**src/rtl/agsc_params.svh**
```systemverilog
// Constants for the address generation and stack check block.
// Assumes inclusion by the package and the design file.
`ifndef AGSC_PARAMS_SVH
`define AGSC_PARAMS_SVH
`define AGSC_SP_FLOOR 16'h0800
`define AGSC_DIRECT_BITS 13
`define AGSC_LIT5_BITS 5
`define AGSC_LIT10_BITS 10
`define AGSC_LIT8_BITS 8
`define AGSC_LIT14_BITS 14
`define AGSC_SP_INDEX 4'hf
`define AGSC_DEF_REG_INDEX 4'h0
`define AGSC_XA_INDEX 4'h8
`define AGSC_XB_INDEX 4'h9
`define AGSC_YA_INDEX 4'ha
`define AGSC_YB_INDEX 4'hb
`define AGSC_SP_RESET 16'h0800
`endif

```
**src/rtl/agsc_pkg.sv**
```systemverilog
// Types for the address generation and stack check block.
// Assumes the params header sits beside it.
`include "agsc_params.svh"
package agsc_pkg;
	// Operand addressing modes
	typedef enum logic [3:0] {
		AGSC_DIRECT = 4'h0,
		AGSC_REG = 4'h1,
		AGSC_IND = 4'h2,
		AGSC_POST = 4'h3,
		AGSC_PRE = 4'h4,
		AGSC_REG_OFS = 4'h5,
		AGSC_LIT_OFS = 4'h6,
		AGSC_FILE = 4'h7,
		AGSC_LIT = 4'h8,
		AGSC_PUSH = 4'h9,
		AGSC_POP = 4'ha,
		AGSC_CALL = 4'hb,
		AGSC_EXC = 4'hc,
		AGSC_DSP = 4'hd
	} agsc_mode_e;
	// Instruction classes
	typedef enum logic [2:0] {
		AGSC_CL_FILE = 3'h0,
		AGSC_CL_MCU = 3'h1,
		AGSC_CL_MOVE = 3'h2,
		AGSC_CL_DSP = 3'h3,
		AGSC_CL_OTHER = 3'h4
	} agsc_class_e;
	// Decoded request from the instruction decoder
	typedef struct packed {
		logic valid;
		agsc_class_e iclass;
		agsc_mode_e mode;
		logic [3:0] ptr;
		logic [3:0] base;
		logic [15:0] lit;
		logic [2:0] lit_width;
		logic [1:0] dsp_step;
		logic dsp_idx;
		logic mod_dec;
		logic [1:0] mod_amt;
		logic is_dst;
	} agsc_req_s;
	// Generated address
	typedef struct packed {
		logic valid;
		logic [15:0] ea;
		logic y_space;
		logic wr_en;
		logic [15:0] wr_data;
		logic illegal;
	} agsc_ea_s;
endpackage : agsc_pkg

```
**src/rtl/agsc_core.sv**
```systemverilog
// Address generation and stack check core.
// Assumes decoder requests synchronous to clk_in, register file outside.
`timescale 1ns/10ps
`include "agsc_params.svh"
module agsc_core #(
	parameter int WIDTH = 16
) (
	input wire logic clk_in,
	input wire logic nrst_in,
	input wire agsc_pkg::agsc_req_s req_in,
	input wire logic [15:0] ptr_val_in,
	input wire logic [15:0] base_val_in,
	input wire logic [15:0] pc_in,
	input wire logic [7:0] status_low_byte_in,
	input wire logic limit_wr_in,
	input wire logic [15:0] limit_data_in,
	input wire logic protect_en_in,
	input wire logic from_boot_flash_in,
	input wire logic from_secure_flash_in,
	input wire logic [15:0] boot_protected_ram_lo_in,
	input wire logic [15:0] boot_protected_ram_hi_in,
	input wire logic [15:0] secure_segment_ram_lo_in,
	input wire logic [15:0] secure_segment_ram_hi_in,
	output agsc_pkg::agsc_ea_s ea_out,
	output logic [15:0] stack_pointer_reg_out,
	output logic [15:0] stack_limit_reg_out,
	output logic [15:0] literal_out,
	output logic [3:0] dst_reg_out,
	output logic stack_trap_out,
	output logic protect_fault_out
);
	import agsc_pkg::*;

	// ----------------------------------------------------------------
	// Stack state
	// ----------------------------------------------------------------
	logic [15:0] sp_q;
	logic [15:0] sp_d;
	logic [15:0] limit_q;

	// ----------------------------------------------------------------
	// Decode helpers
	// ----------------------------------------------------------------
	function automatic logic [15:0] step_of(input logic [1:0] amt);
		step_of = {13'h0000, amt, 1'b0};
	endfunction : step_of

	function automatic logic in_seg(input logic [15:0] a,
		input logic [15:0] lo, input logic [15:0] hi);
		in_seg = (a >= lo) && (a <= hi);
	endfunction : in_seg

	// Pointer source; stack pointer held here
	wire uses_sp = (req_in.ptr == `AGSC_SP_INDEX);
	wire [15:0] ptr_v = uses_sp ? sp_q : ptr_val_in;
	wire [15:0] step = step_of(req_in.mod_amt);
	wire [15:0] signed_step = req_in.mod_dec ? (16'h0000 - step) : step;

	// Literal widening for short literal fields
	wire [15:0] lit5 = {11'h000, req_in.lit[4:0]};
	wire [15:0] lit10 = {6'h00, req_in.lit[9:0]};
	wire [15:0] lit8 = {8'h00, req_in.lit[7:0]};
	wire [15:0] lit14 = {2'h0, req_in.lit[13:0]};
	wire [15:0] lit_sel =
		(req_in.lit_width == 3'h0) ? lit5 :
		(req_in.lit_width == 3'h1) ? lit10 :
		(req_in.lit_width == 3'h2) ? lit8 :
		(req_in.lit_width == 3'h3) ? lit14 :
		req_in.lit;

	// Direct file address, 13-bit field
	wire [15:0] file_ea = {3'h0, req_in.lit[`AGSC_DIRECT_BITS-1:0]};

	// DSP prefetch legality and space
	wire dsp_reg_ok = (req_in.ptr >= `AGSC_XA_INDEX) &&
		(req_in.ptr <= `AGSC_YB_INDEX);
	wire dsp_idx_ok = (req_in.ptr == `AGSC_XB_INDEX) ||
		(req_in.ptr == `AGSC_YB_INDEX);
	wire dsp_y = (req_in.ptr == `AGSC_YA_INDEX) ||
		(req_in.ptr == `AGSC_YB_INDEX);
	wire dsp_step_ok = (req_in.dsp_step != 2'h3);
	wire [15:0] dsp_ea = req_in.dsp_idx ? (ptr_v + base_val_in) : ptr_v;
	wire dsp_bad = !dsp_reg_ok || (req_in.dsp_idx && !dsp_idx_ok) ||
		!dsp_step_ok;

	// Indexed mode only for the move class
	wire idx_bad = (req_in.mode == AGSC_REG_OFS) &&
		(req_in.iclass != AGSC_CL_MOVE);

	// Effective address per mode
	logic [15:0] ea_c;
	always_comb begin
		case (req_in.mode)
			AGSC_IND: ea_c = ptr_v;
			AGSC_POST: ea_c = ptr_v;
			AGSC_PRE: ea_c = ptr_v + signed_step;
			AGSC_REG_OFS: ea_c = ptr_v + base_val_in;
			AGSC_LIT_OFS: ea_c = ptr_v + lit_sel;
			AGSC_FILE: ea_c = file_ea;
			AGSC_PUSH: ea_c = sp_q;
			AGSC_CALL: ea_c = sp_q;
			AGSC_EXC: ea_c = sp_q;
			AGSC_POP: ea_c = sp_q - 16'h0002;
			AGSC_DSP: ea_c = dsp_ea;
			default: ea_c = 16'h0000;
		endcase
	end

	// Pointer write-back for modify modes and stack moves
	wire is_push = (req_in.mode == AGSC_PUSH) ||
		(req_in.mode == AGSC_CALL) || (req_in.mode == AGSC_EXC);
	wire is_pop = (req_in.mode == AGSC_POP);
	wire [15:0] dsp_next = ptr_v + step_of(req_in.dsp_step + 2'h1);
	wire [15:0] post_next = ptr_v + signed_step;
	wire sp_mod = req_in.valid && uses_sp &&
		((req_in.mode == AGSC_POST) || (req_in.mode == AGSC_PRE));
	always_comb begin
		sp_d = sp_q;
		if (req_in.valid && is_push) begin
			sp_d = sp_q + 16'h0002;
		end else if (req_in.valid && is_pop) begin
			sp_d = sp_q - 16'h0002;
		end else if (sp_mod) begin
			sp_d = (req_in.mode == AGSC_PRE) ? ea_c : post_next;
		end
	end

	// Stacked word for calls and exceptions
	wire [15:0] call_word = {1'b0, pc_in[14:0]};
	wire [15:0] exc_word = {status_low_byte_in, pc_in[7:0]};

	// Stack limit and floor checks on every stack address
	wire sp_addr = req_in.valid && (uses_sp || is_push || is_pop);
	wire over = sp_addr && (ea_c > limit_q);
	wire under = sp_addr && (ea_c < `AGSC_SP_FLOOR);
	wire trap_c = over || under;

	// Protected segment check
	wire in_boot = in_seg(ea_c, boot_protected_ram_lo_in,
		boot_protected_ram_hi_in);
	wire in_sec = in_seg(ea_c, secure_segment_ram_lo_in,
		secure_segment_ram_hi_in);
	wire prot_c = req_in.valid && protect_en_in &&
		((in_boot && !from_boot_flash_in) ||
		(in_sec && !from_secure_flash_in));

	// Destination register for file instructions
	wire [3:0] dst_c = (req_in.iclass == AGSC_CL_FILE && req_in.is_dst) ?
		`AGSC_DEF_REG_INDEX : req_in.base;

	wire ill_c = (req_in.mode == AGSC_DSP && dsp_bad) || idx_bad;
	wire y_c = (req_in.mode == AGSC_DSP) && dsp_y;
	wire wr_c = req_in.valid && is_push;
	wire [15:0] wd_c = (req_in.mode == AGSC_CALL) ? call_word :
		(req_in.mode == AGSC_EXC) ? exc_word : ptr_val_in;
	wire [15:0] pb_c = (req_in.mode == AGSC_DSP) ? dsp_next : post_next;

	// ----------------------------------------------------------------
	// Registers
	// ----------------------------------------------------------------
	// Stack pointer
	always_ff @(posedge clk_in) begin
		if (!nrst_in) begin
			sp_q <= `AGSC_SP_RESET;
		end else begin
			sp_q <= sp_d;
		end
	end

	// Stack limit: no reset value, bit 0 forced low
	always_ff @(posedge clk_in) begin
		if (limit_wr_in) begin
			limit_q <= {limit_data_in[15:1], 1'b0};
		end
	end

	// Address and status outputs
	always_ff @(posedge clk_in) begin
		if (!nrst_in) begin
			ea_out <= '0;
			literal_out <= 16'h0000;
			dst_reg_out <= 4'h0;
			stack_trap_out <= 1'b0;
			protect_fault_out <= 1'b0;
			stack_pointer_reg_out <= `AGSC_SP_RESET;
			stack_limit_reg_out <= 16'h0000;
		end else begin
			ea_out.valid <= req_in.valid;
			ea_out.ea <= ea_c;
			ea_out.y_space <= y_c;
			ea_out.wr_en <= wr_c;
			ea_out.wr_data <= ((req_in.mode == AGSC_POST) ||
				(req_in.mode == AGSC_DSP)) ? pb_c : wd_c;
			ea_out.illegal <= req_in.valid && ill_c;
			literal_out <= lit_sel;
			dst_reg_out <= dst_c;
			stack_trap_out <= trap_c;
			protect_fault_out <= prot_c;
			stack_pointer_reg_out <= sp_d;
			stack_limit_reg_out <= limit_q;
		end
	end

	// ----------------------------------------------------------------
	// Assertions
	// ----------------------------------------------------------------
	// Stack movement, limit and floor
	push_step_a: assert property (@(posedge clk_in)
		disable iff (!nrst_in)
		req_in.valid && (req_in.mode == AGSC_PUSH) |=>
		stack_pointer_reg_out == $past(sp_q) + 16'h0002)
		else $error("push did not advance stack pointer");
	pop_step_a: assert property (@(posedge clk_in)
		disable iff (!nrst_in)
		req_in.valid && is_pop |=>
		ea_out.ea == $past(sp_q) - 16'h0002)
		else $error("pop address not pre-decremented");
	pop_sp_a: assert property (@(posedge clk_in)
		disable iff (!nrst_in)
		req_in.valid && is_pop |=>
		stack_pointer_reg_out == $past(sp_q) - 16'h0002)
		else $error("pop did not lower stack pointer");
	push_addr_a: assert property (@(posedge clk_in)
		disable iff (!nrst_in)
		req_in.valid && is_push |=>
		(ea_out.ea == $past(sp_q)) && ea_out.wr_en)
		else $error("push not written at stack pointer");
	limit_align_a: assert property (@(posedge clk_in)
		disable iff (!nrst_in)
		limit_wr_in |=> ##1 !stack_limit_reg_out[0])
		else $error("stack limit bit 0 set");
	limit_low_a: assert property (@(posedge clk_in)
		disable iff (!nrst_in)
		limit_wr_in |=> !limit_q[0])
		else $error("stored stack limit bit 0 set");
	limit_equal_a: assert property (@(posedge clk_in)
		disable iff (!nrst_in)
		req_in.valid && is_push && (sp_q == limit_q) &&
		(sp_q >= 16'h0800) |=> !stack_trap_out)
		else $error("push at limit trapped");
	limit_over_a: assert property (@(posedge clk_in)
		disable iff (!nrst_in)
		req_in.valid && is_push && (sp_q > limit_q) |=>
		stack_trap_out)
		else $error("push beyond limit not trapped");
	floor_trap_a: assert property (@(posedge clk_in)
		disable iff (!nrst_in)
		req_in.valid && is_push && (sp_q < 16'h0800) |=>
		stack_trap_out)
		else $error("underflow not trapped");
	sp_floor_a: assert property (@(posedge clk_in)
		disable iff (!nrst_in)
		req_in.valid && uses_sp && (ea_c < 16'h0800) |=>
		stack_trap_out)
		else $error("stack address below floor not trapped");
	trap_quiet_a: assert property (@(posedge clk_in)
		disable iff (!nrst_in)
		!(req_in.valid && (uses_sp || is_push || is_pop)) |=>
		!stack_trap_out)
		else $error("trap raised without stack address");

	// Stacked program counter words
	call_msb_a: assert property (@(posedge clk_in)
		disable iff (!nrst_in)
		req_in.valid && (req_in.mode == AGSC_CALL) |=>
		!ea_out.wr_data[15])
		else $error("call word top bit set");
	call_word_a: assert property (@(posedge clk_in)
		disable iff (!nrst_in)
		req_in.valid && (req_in.mode == AGSC_CALL) |=>
		ea_out.wr_data == ($past(pc_in) & 16'h7fff))
		else $error("call word differs from program counter");
	exc_byte_a: assert property (@(posedge clk_in)
		disable iff (!nrst_in)
		req_in.valid && (req_in.mode == AGSC_EXC) |=>
		ea_out.wr_data[15:8] == $past(status_low_byte_in))
		else $error("status byte missing in stacked word");
	exc_pc_a: assert property (@(posedge clk_in)
		disable iff (!nrst_in)
		req_in.valid && (req_in.mode == AGSC_EXC) |=>
		{8'h00, ea_out.wr_data[7:0]} == ($past(pc_in) & 16'h00ff))
		else $error("program counter missing in stacked word");

	// Operand forms
	file_range_a: assert property (@(posedge clk_in)
		disable iff (!nrst_in)
		req_in.valid && (req_in.mode == AGSC_FILE) |=>
		ea_out.ea < 16'h2000)
		else $error("file address beyond 8192 bytes");
	file_dst_a: assert property (@(posedge clk_in)
		disable iff (!nrst_in)
		req_in.valid && (req_in.iclass == AGSC_CL_FILE) &&
		req_in.is_dst |=> dst_reg_out == 4'h0)
		else $error("file result not sent to default register");
	lit_short_a: assert property (@(posedge clk_in)
		disable iff (!nrst_in)
		req_in.lit_width == 3'h0 |=>
		literal_out[15:5] == 11'h000)
		else $error("short literal wider than five bits");
	idx_class_a: assert property (@(posedge clk_in)
		disable iff (!nrst_in)
		req_in.valid && (req_in.mode == AGSC_REG_OFS) &&
		(req_in.iclass != AGSC_CL_MOVE) |=> ea_out.illegal)
		else $error("indexed mode accepted outside move class");

	// Prefetch spaces and protection
	dsp_space_a: assert property (@(posedge clk_in)
		disable iff (!nrst_in)
		req_in.valid && (req_in.mode == AGSC_DSP) &&
		(req_in.ptr == 4'h8) |=> !ea_out.y_space)
		else $error("X prefetch sent to Y space");
	dsp_space_y_a: assert property (@(posedge clk_in)
		disable iff (!nrst_in)
		req_in.valid && (req_in.mode == AGSC_DSP) &&
		(req_in.ptr == 4'hb) |=> ea_out.y_space)
		else $error("Y prefetch sent to X space");
	dsp_index_a: assert property (@(posedge clk_in)
		disable iff (!nrst_in)
		req_in.valid && (req_in.mode == AGSC_DSP) && req_in.dsp_idx &&
		(req_in.ptr == 4'ha) |=> ea_out.illegal)
		else $error("indexed prefetch via wrong register");
	dsp_step_a: assert property (@(posedge clk_in)
		disable iff (!nrst_in)
		req_in.valid && (req_in.mode == AGSC_DSP) &&
		(req_in.dsp_step == 2'h3) |=> ea_out.illegal)
		else $error("reserved prefetch step accepted");
	protect_a: assert property (@(posedge clk_in)
		disable iff (!nrst_in)
		prot_c |=> protect_fault_out)
		else $error("protected segment access not flagged");
	prot_off_a: assert property (@(posedge clk_in)
		disable iff (!nrst_in)
		!protect_en_in |=> !protect_fault_out)
		else $error("fault flagged with protection off");
endmodule : agsc_core

```
**config.mk**
```make
export PLATFORM = sky130hd
export DESIGN_NAME = agsc_core
export DESIGN_NICKNAME = d
export VERILOG_FILES = /design/src/rtl/agsc_pkg.sv /design/src/rtl/agsc_core.sv
export VERILOG_INCLUDE_DIRS = /design/src /design/src/rtl
export SDC_FILE = /design/constraint.sdc
export NUM_CORES = 1
export LEC_CHECK = 0
export BUFFER_PORTS_ARGS = -buffer_cell sky130_fd_sc_hd__buf_4
export CORE_ASPECT_RATIO = 0.8
export CORE_UTILIZATION = 49
export DETAILED_ROUTE_END_ITERATION = 6
export PLACE_DENSITY = 0.77
export SLEW_MARGIN = 40
export SYNTH_ARGS = -nofsm -noshare
export SYNTH_HDL_FRONTEND = slang
export SYNTH_SLANG_ARGS = --single-unit
```
**constraint.sdc**
```tcl
create_clock -name clk_in -period 5 [get_ports clk_in]
set_input_delay 0.25 -clock clk_in [delete_from_list [all_inputs] [get_ports clk_in]]
set_output_delay 0.25 -clock clk_in [all_outputs]
set_load 0.02 [all_outputs]
```
# After elaboration in Yosys (flattened, before gate mapping)
# Index checks and enable logic that the tools add are counted.
[classes]
add_sub_neg = 8
n_reduce_logical = 44
n_bitwise = 1
n_eq_ne = 20
order_cmp = 8
n_mux = 16
[op_table]
columns = ["operator", "count"]
rows = [
  ["2-to-1 mux 16 bit", 15],
  ["case mux 16 bit (8 select lines)", 1],
  ["adder 16 bit", 3],
  ["== test 4 bit (second input constant)", 9],
  ["greater-or-equal comparator 16 bit", 2],
  ["less-or-equal comparator 16 bit", 2],
  ["logical AND 1 bit", 20],
  ["adder 16 x 2 -> 16 bit (second input constant)", 1],
  ["adder 16 x 3 -> 16 bit", 1],
  ["== test 4 x 3 -> 1 bit (second input constant)", 4],
  ["> comparator 16 bit", 1],
  ["< comparator 16 x 12 -> 1 bit (second input constant)", 1],
  ["subtractor 16 x 2 -> 16 bit (second input constant)", 1],
  ["logical OR 1 bit", 13],
  ["== test 4 x 2 -> 1 bit (second input constant)", 2],
  ["== test 3 x 2 -> 1 bit (second input constant)", 2],
  ["zero test 3 bit", 2],
  ["zero test 1 bit", 5],
  ["greater-or-equal comparator 4 bit (second input constant)", 1],
  ["less-or-equal comparator 4 bit (second input constant)", 1],
  ["OR reduction 2 bit", 2],
  ["subtractor 1 x 3 -> 4 bit (first input constant)", 1],
  ["== test 3 x 1 -> 1 bit (second input constant)", 1],
  ["!= test 3 x 2 -> 1 bit (second input constant)", 1],
  ["other kinds (5)", 5],
]
[word_totals]
regBits = 104
inputBits = 184
output_inout_bits = 90
word_cells = 110

# Depth between registers and ports, before layout
# Gate-level depths: netlist of run 1.
[depth]
depth_word = 12
ltp_mapped = 27
ltp_nobuf = 25

# Worst setup path after synthesis of run 1
# OpenSTA, ideal clock, no wires.
[synth_timing]
path_type = "input -> register"
startpoint = "input req_in[32] in the netlist's numbering"
endpoint = "register stack_trap_out"
setup_time_ns = 0.114
setup_slack_ns = 0.171
n_path_buf = 2
stages = 24
arrival_ns = 4.715
t_required_ns = 4.886
cell_sequence = "nand4_1 -> buf_2 -> clkbuf_1 -> nor2_1 -> a21oi_1 -> inv_1 -> fa_1 -> a21o_1 -> a221oi_1 -> o21ai_0 -> o21a_1 -> nor2_1 -> xnor2_1 -> a221oi_1 -> o31ai_1 -> ha_1 -> a21o_1 -> a21o_1 -> a21o_1 -> a21oi_1 -> nor2_1 -> a211oi_1 -> a221oi_1 -> a21o_1"
[synth_via]
elab_chain_cells = 8
elab_cells_between_ends = 15
classes_between = "add/sub: 3; order compare: 2; eq/ne: 1; mux: 3; reduce/logical: 6"
[synth_rtl]
columns = ["element", "line", "text"]
rows = [
  ["start, declared", "agsc_core.sv:10", "input wire agsc_pkg::agsc_req_s req_in,"],
  ["== test 4 bit (no source line) (*)", "n/a", ""],
  ["2-to-1 mux 16 bit (*)", "agsc_core.sv:55", "wire [15:0] ptr_v = uses_sp ? sp_q : ptr_val_in;"],
  ["adder 16 bit", "agsc_core.sv:82, agsc_core.sv:97", ""],
  ["2-to-1 mux 16 bit", "agsc_core.sv:82", "wire [15:0] dsp_ea = req_in.dsp_idx ? (ptr_v + base_val_in) : ptr_v;"],
  ["case mux 16 bit (8 select lines) (*)", "agsc_core.sv:93", "case (req_in.mode)"],
  ["net ea_c[10]", "agsc_core.sv:91", "logic [15:0] ea_c;"],
  ["> comparator 16 bit or < comparator 16 x 12 -> 1 bit (tied branches)", "n/a", ""],
  ["logical AND 1 bit, on equally long branches", "agsc_core.sv:134, agsc_core.sv:135", ""],
  ["logical OR 1 bit (*)", "agsc_core.sv:136", "wire trap_c = over || under;"],
  ["end signal, assigned", "agsc_core.sv:197", "stack_trap_out <= trap_c;"],
  ["end, declared", "agsc_core.sv:29", "output logic stack_trap_out,"],
]
# The timed path passes the listed nets; every way through them passes the cells marked *.
# A chain may end at the register's enable or synchronous reset.

==> results of run 1 <==
==> cell type report <==
class	instances	area [um2]
Inverter	108	405
Antenna cell	1	2.50
Multi-Input combinational cell	949	6740
Tap cell	258	323
Clock buffer	10	250
Sequential cell	104	2230
Timing Repair Buffer	347	2620
Clock inverter	6	82.6
Fill cell	1656	6380
==> registers in the layout, indices dropped and copies added (netlist names) <==
| register | count |
|---|---|
| dst_reg_out | 4 |
| stack_pointer_reg_out | 16 |
| limit_q | 15 |
| literal_out | 16 |
| ea_out | 36 |
| stack_trap_out | 1 |
| protect_fault_out | 1 |
| stack_limit_reg_out | 15 |
==> worst max-delay path: stages, from the launching register on <==
cell and delay, ps:
dfxtp_1 320, inv_1 110, nor2_1 60, a21oi_1 180, inv_1 150, ha_1 240
inv_1 70, fa_1 220, nor2b_1 80, o31a_1 290, o21ai_0 160, nand2b_1 100
a21o_1 180, a21oi_1 180, xor2_1 230, o2111ai_1 180, ha_1 360, a21o_1 160
a21o_1 160, a21o_1 170, a21o_1 180, a21oi_1 200, nor2_1 70, a211oi_1 240
a221oi_1 120, a21o_1 170
==> worst max path at each step <==
stage                                           end  slack [ps]  cells past startpoint
after global routing      stack_trap_out$_SDFF_PN0_           7                     25
final                     stack_trap_out$_SDFF_PN0_         280                     25
after floorplan           stack_trap_out$_SDFF_PN0_         170                     24
after global placement    stack_trap_out$_SDFF_PN0_         150                     25
after detailed placement  stack_trap_out$_SDFF_PN0_          90                     25
after CTS                 stack_trap_out$_SDFF_PN0_         240                     23
==> timing repair <==
action | CTS | global route
resized for setup | 0 | 1
endpoints found under the setup margin | 0 | 1
buffers inserted | 0 | 1
==> synth_stat cells, types with 11 or more instances <==
| master | instances |
|---|---|
| nand3_1 | 26 |
| dfxtp_1 | 89 |
| inv_1 | 108 |
| a211oi_1 | 30 |
| a221oi_1 | 14 |
| a31oi_1 | 11 |
| a22oi_1 | 14 |
| o22ai_1 | 13 |
| xnor2_1 | 36 |
| edfxtp_1 | 15 |
| nor2_1 | 101 |
| o21a_1 | 24 |
| nor2b_1 | 15 |
| ha_1 | 129 |
| xor2_1 | 16 |
| a21oi_1 | 88 |
| nor3_1 | 22 |
| a21o_1 | 38 |
| nand2_1 | 81 |
| mux2i_1 | 22 |
| nand2b_1 | 13 |
| and3_1 | 18 |
| o21ai_0 | 59 |
| and2_1 | 40 |
| clkbuf_1 | 37 |
| nand4_1 | 19 |
==> logic make-up (layout without fill, tap and decap cells) <==
kind of cell | count (synthesis) | in the layout | synth area share, %
compound gates | 358 | 358 | 25.1
xor+xnor | 52 | 52 | 4.77
fa+ha+maj | 133 | 133 | 17.7
buf+inv | 154 | 471 | 6.25
flops | 104 | 104 | 23.4
mux | 26 | 26 | 2.78
other cells | 1 | 2 | 0.0392
simple gates | 379 | 379 | 19.9
==> power by group <==
group          total (W)  internal, W  leakage, nW  switching (W)
Clock           0.000788     0.000389        0.159       0.000398
Combinational    0.00137     0.000602         5.32       0.000769
Sequential      0.000929     0.000904        0.881      0.0000253
Total            0.00309      0.00190         6.36        0.00119
==> per-stage QoR <==
| step | power (W) | utilization, % | worst slack (ps) | hold WS (ps) |
|---|---|---|---|---|
| final | 0.00309 | 66.5 | 280 | 43.8 |
| after global routing | 0.00324 | 66.5 | 7.12 | 35.0 |
| after CTS | 0.00306 | 66.4 | 241 | 42.7 |
| after detailed placement | 0.00227 | 64.7 | 86.3 | 429 |
| after global placement | 0.00225 | 64.6 | 146 | 428 |
| after floorplan | 0.00172 | - | 171 | 349 |
==> routing by layer <==
layer	vias to the layer above	global-route usage, %	part of all wire (%)
li1	5030	-	-
met1	4915	49.0	44
met5	-	0	0
met2	558	54.6	42
met4	0	11.4	2.3
met3	61	12.2	12
==> metrics.md, run 1 <==
| Metric | Value |
|---|---|
| Clock skew | 14.5 ps |
| Pwr Density | 244 mW/mm2 |
| Final hold violations | 0 |
| Commonest non-fill, non-tap cell in the layout | buf_4 |
| Worst setup SP type | flop |
| Antenna violations before repair | 0 |
| Core Area | 0.0190 mm2 |
| Async SR Flop Fraction | 0% |
| DRC violations left | 0 |
| Worst Setup SP | stack_pointer_reg_out[1]$_SDFFE_PN0P_ |
| Hold depth | 1 |
| DR vias/cell | 5.92 |
| WP data required | 5260 ps |
| WS Path Type | flop to flop |
| CTS tree | yes |
| Via count | 10600 |
| Largest net degree at the start of global routing | 44 |
| Commonest non-fill, non-tap cells in the layout | buf_4 (346), ha_1 (129), inv_1 (107) |
| Post-synth top area share | 18.6% |
| Starting Density | 50.2% |
| Avg Cell Area, Syn | 7.92 um2 |
| Max FO, Critical Path | 4 |
| Leading area contributor after synthesis | dfxtp_1 |
| Crit end category | flop |
| I/O pin total | 274 |
| Top_reg_cell synth | dfxtp_1 |
| Root Buffer | clkbuf_16 |
| Initial drt markers | 933 |
| Mapped Cells | 1207 |
| Measured slew at the worst slew-check pin | 824 ps |
| Clock transition at the registers of the reported paths | 90 ps |
| Clock buffer depth | 2 |
| CTS Buf Count | 9 |
| Unique masters post-synth | 80 |
| Syn Nets | 1524 |
| # hold bufs at CTS | 0 |
| H-tree depth reported by CTS | 3 |
| Maxcap violations | 0 |
| Period utilization | 94.4% |
| Syn. warnings | 0 |
| Width of the chip | 158 um |
| Vias in the first global route | 9874 |
| Sequential fraction of the synthesis area | 23.4% |
| Standard-cell rows | 45 |
| Share of layout cells above drive strength 1 | 25.4% |
| WL per Instance | 20.8 um |
| Post-synth EDFFs | 15 |
| Post-route ant nets | 0 |
| Non-filler cells, final | 1783 |
| Outcome | finished clean |
| Leading post-synthesis cells by cell area | dfxtp_1 (19%), ha_1 (17%), edfxtp_1 (4.7%) |
| First-pass GRT wire length | 54700 um |
| Placed cell count | 1765 |
| RSZ-0062 raised after global routing | no |
| Post-DP Area | 0.0123 mm2 |
| Total GRT Usage | 36.5% |
| Leakage | 6.36 nW |
| Post-DP HPWL | 30300 um |
| Later-pin clock latency in the skew report | 380 ps |
| Input/output buffers | 270 |
| Crit path DAT | 4980 ps |
| FF-to-FF End | stack_trap_out$_SDFF_PN0_ |
| Pre-antenna DRT Iters | 5 |
| Synthesized area | 0.00955 mm2 |
| Clk sinks | 104 |
| Fmax | 212 MHz |
| Die area | 0.0201 mm2 |
| Max VDD drop | 0.000155 V |
| Post-route cell area | 0.0127 mm2 |
| Hold path startpoint | limit_data_in[6] |
| Die Height | 127 um |
| Final wirelength | 37200 um |
| Worst slew margin | 44.8% |
| Nets | 1836 |
| Worst R2R Setup Slack | 280 ps |
| Max-slew violations | 0 |
| TNS Setup | 0 ps |
| Layout overhead on the synthesized area | 32.5% |
| GRT overflow | 0 |
| #FFs+latches synth | 104 |
| FF-to-FF Start | stack_pointer_reg_out[1]$_SDFFE_PN0P_ |
| Tightest Hold Check Type | input port to flop |
| Minimum clock period | 4720 ps |
| GPL Wtd Cong | 1.03 |
| Hold EP | limit_q[6]$_DFFE_PP_ |
| Setup violators final | 0 |
| Reg2Reg Depth | 25 |
(Power assumes the default switching activity.)
==> run 2: changes to the inputs <==
ABC_AREA = 1   (was unset)
CORE_UTILIZATION = 50   (was 49)
==> run 2 against run 1 <==
  * Routed wire length is 14% higher
  * Non-clock buffer count down 49
  * Largest power group unchanged
  * Highest routed layer unchanged
  * Combinational power up 3%
  * Design area rose by 4.7%
  * Sequential cell count unchanged
  * Clock skew up 3.0 ps
  * Critical path type is now input port to flop
  * Clock-buffer cell count decreased by 1
  * Total power increased by 2.0%
==> metrics.md, run 2 <==
| Metric | Value |
|---|---|
| Syn. warnings | 0 |
| Adder-cell share of the synthesized area | 16.1% |
| Synth Area in Compound Gates | 16.3% |
| Worst R2R Setup Slack | 640 ps |
| First-pass GRT wire length | 63800 um |
| GPL Wtd Cong | 1.05 |
| Synth Area in Simple Gates | 30.3% |
| Die area | 0.0217 mm2 |
| Worst Setup SP | req_in[31] |
| Most frequent cell after synthesis | nand2_1 |
| GRT overflow | 0 |
| Avg Cell Area, Syn | 6.34 um2 |
| Non-filler cells, final | 2210 |
| Pwr Density | 238 mW/mm2 |
| Placed cell count | 2194 |
| Layout overhead on the synthesized area | 25.7% |
| RSZ-0062 raised after global routing | no |
| Clk sinks | 104 |
| Period utilization | 88.3% |
| WP data required | 5270 ps |
| Maxcap violations | 0 |
| Max FO, Critical Path | 26 |
| Total GRT Usage | 39.0% |
| CP endpoint | protect_fault_out$_SDFF_PN0_ |
| TNS Setup | 0 ps |
| Largest registers | ea_out: 36 flops, literal_out: 16 flops, stack_pointer_reg_out: 16 flops |
| Commonest non-fill, non-tap cell in the layout | nand2_1 |
| Worst slew margin | 46.3% |
| H-tree depth reported by CTS | 3 |
| Post-DP HPWL | 34800 um |
| Post-CTS resize count | 0 |
| Post-synthesis mux area share | 0% |
| Seq. cell area | 0.00223 mm2 |
| Antenna violations before repair | 0 |
| Commonest non-fill, non-tap cells in the layout | nand2_1 (396), inv_1 (316), buf_4 (298) |
| Share of layout cells above drive strength 1 | 19.1% |
| Clock transition at the registers of the reported paths | 90 ps |
| Nets | 2253 |
| Uppermost layer routed | met4 |
| CTS tree | yes |
| Post-CTS Setup Bufs | 0 |
| Multi-input gate area | 0.00690 mm2 |
| Max VDD drop | 0.000218 V |
| Met2 wire len | 16900 um |
| Leading post-synthesis cells by cell area | dfxtp_1 (17%), ha_1 (15%), nand2_1 (14%) |
| Mapped Cells | 1663 |
| # fillers | 2003 |
| Tightest Hold Check Type | input port to flop |
| Leading area contributor after synthesis | dfxtp_1 |
| Worst setup SP type | input port |
| DR vias/cell | 5.60 |
| Xor/xnor share of the synthesized area | 2.74% |
| Hold_ws | 41.9 ps |
| Met3 wire length | 5620 um |
| Die Height | 132 um |
| Sequential fraction of the synthesis area | 21.2% |
| DRC violations left | 0 |
| # hold bufs at CTS | 0 |
| Standard-cell rows | 47 |
| Starting Density | 50.9% |
| Clock buffer depth | 2 |
| Final wirelength | 42400 um |
| Final hold violations | 0 |
| Initial drt markers | 1173 |
| Core Area | 0.0207 mm2 |
| Minimum clock period | 4420 ps |
| Synthesized area | 0.0105 mm2 |
| Top_reg_cell synth | dfxtp_1 |
| Unique masters post-synth | 61 |
| #FFs+latches synth | 104 |
| Root Buffer | clkbuf_16 |
| Syn Nets | 1980 |
| FF-to-FF End | protect_fault_out$_SDFF_PN0_ |
| Reg with most FFs | ea_out |
| WS Path Type | input port to flop |
| Outcome | finished clean |
| Post-route ant nets | 0 |
| Pre-antenna DRT Iters | 5 |
| Max-slew violations | 0 |
| Post-synth top area share | 16.9% |
| Input/output buffers | 270 |
| Largest family of logic cells by synthesized area | simple AND/OR/NAND/NOR gates |
| FF-to-FF Start | stack_pointer_reg_out[1]$_SDFFE_PN0P_ |
| Crit path DAT | 4690 ps |
| Width of the chip | 164 um |
| Async SR Flop Fraction | 0% |
| M1 WL | 18500 um |
| Measured slew at the worst slew-check pin | 805 ps |
| ANT cells | 0 |
| Reg2Reg Depth | 27 |
| Largest net degree at the start of global routing | 47 |
| I/O pin total | 274 |
| Crit end category | flop |
| Fmax | 226 MHz |
| Max reg flops | 36 |
| Setup violators final | 0 |
| Vias in the first global route | 11400 |
| Leakage | 7.46 nW |
| Via count | 12400 |
| CTS Buf Count | 9 |
| WL per Instance | 19.2 um |
| Later-pin clock latency in the skew report | 380 ps |
| Post-synth EDFFs | 15 |
| Most frequent cells after synthesis | nand2_1 (396), inv_1 (316), nor2_1 (140), ha_1 (129), a21oi_1 (115) |
| Clock skew | 17.5 ps |
-- run 2: changes by cell type in the layout (fill, tap and decap cells not counted), moves of 25 or more --
cell and change:
a21o_1 -37, xnor2_1 -26, buf_4 -48, nand2_1 +315, nor2_1 +36, and2_1 -39, a211oi_1 -25, o21ai_0 +28
inv_1 +209, a21oi_1 +28, nand3_1 +84
-- run 2: through the flow --
stage          utilization (%)  total power (W)  instance area [um2]  setup slack (ps)
2_1_floorplan                -          0.00178                10500               910
3_3_place_gp              62.4          0.00230                12900               476
3_5_place_dp              62.4          0.00233                12900               366
4_1_cts                   64.0          0.00312                13200               743
5_1_grt                   64.0          0.00331                13200               165
6_report                  64.0          0.00315                13200               585
-- run 2: cell families (layout without fill, tap and decap cells) --
logic type | Yosys count | after routing
and+or+nand+nor | 743 | 743
buffers and inverters | 360 | 638
AOI/OAI and AO/OA | 289 | 289
adders and majority gates | 133 | 133
DFF | 104 | 104
xor gates and xnor gates | 33 | 33
other | 1 | 1
-- run 2: critical path, stage by stage --
cell and delay (ps):
buf_4 90, nand2_2 90, nor2_8 460, o21ai_0 370, ha_1 340, fa_1 430, nand2_1 100, nand3_1 190
a21oi_1 200, inv_1 70, or2_2 270, nand3_1 70, nand4_1 440, ha_1 490, nand2_1 60, nor3_1 270
o21ai_0 140, o2111ai_1 100, a21oi_1 120, nand2_1 80, a21oi_1 50
-- run 2: cell type report --
type | count | share of cell area [%]
clock inverters | 7 | 0.746
flip-flops and latches | 104 | 16.8
clock buffers | 9 | 1.70
inverters | 324 | 9.20
multi-input cells | 1199 | 52.1
repair buffers | 298 | 16.9
well taps | 269 | 2.54
-- run 2: layer usage --
metal | vias up | track usage (%)
met5 | - | 0
met2 | 731 | 56.0
met3 | 90 | 10.4
met4 | 0 | 13.4
met1 | 5614 | 55.7
li1 | 5952 | -
-- run 2: how the worst min path moves through the flow --
| stage | from | endpoint | slack (ps) | cells after the start |
|---|---|---|---|---|
| 2_1_floorplan | req_in[10] | literal_out[0]$_SDFF_PN0_ | 340 | 2 |
| 3_3_place_gp | limit_data_in[7] | limit_q[7]$_DFFE_PP_ | 430 | 1 |
| 3_5_place_dp | limit_data_in[8] | limit_q[8]$_DFFE_PP_ | 430 | 1 |
| 4_1_cts | limit_data_in[12] | limit_q[12]$_DFFE_PP_ | 40 | 1 |
| 5_1_grt | limit_data_in[8] | limit_q[8]$_DFFE_PP_ | 30 | 1 |
| 6_report | limit_data_in[8] | limit_q[8]$_DFFE_PP_ | 40 | 1 |
-- run 2: report_power, final --
group / internal, W / leakage, nW / switching [W] / total [W]
Clock: 0.000372 / 0.157 / 0.000421 / 0.000793
Sequential: 0.000906 / 0.882 / 0.0000390 / 0.000945
Combinational: 0.000522 / 6.42 / 0.000891 / 0.00141
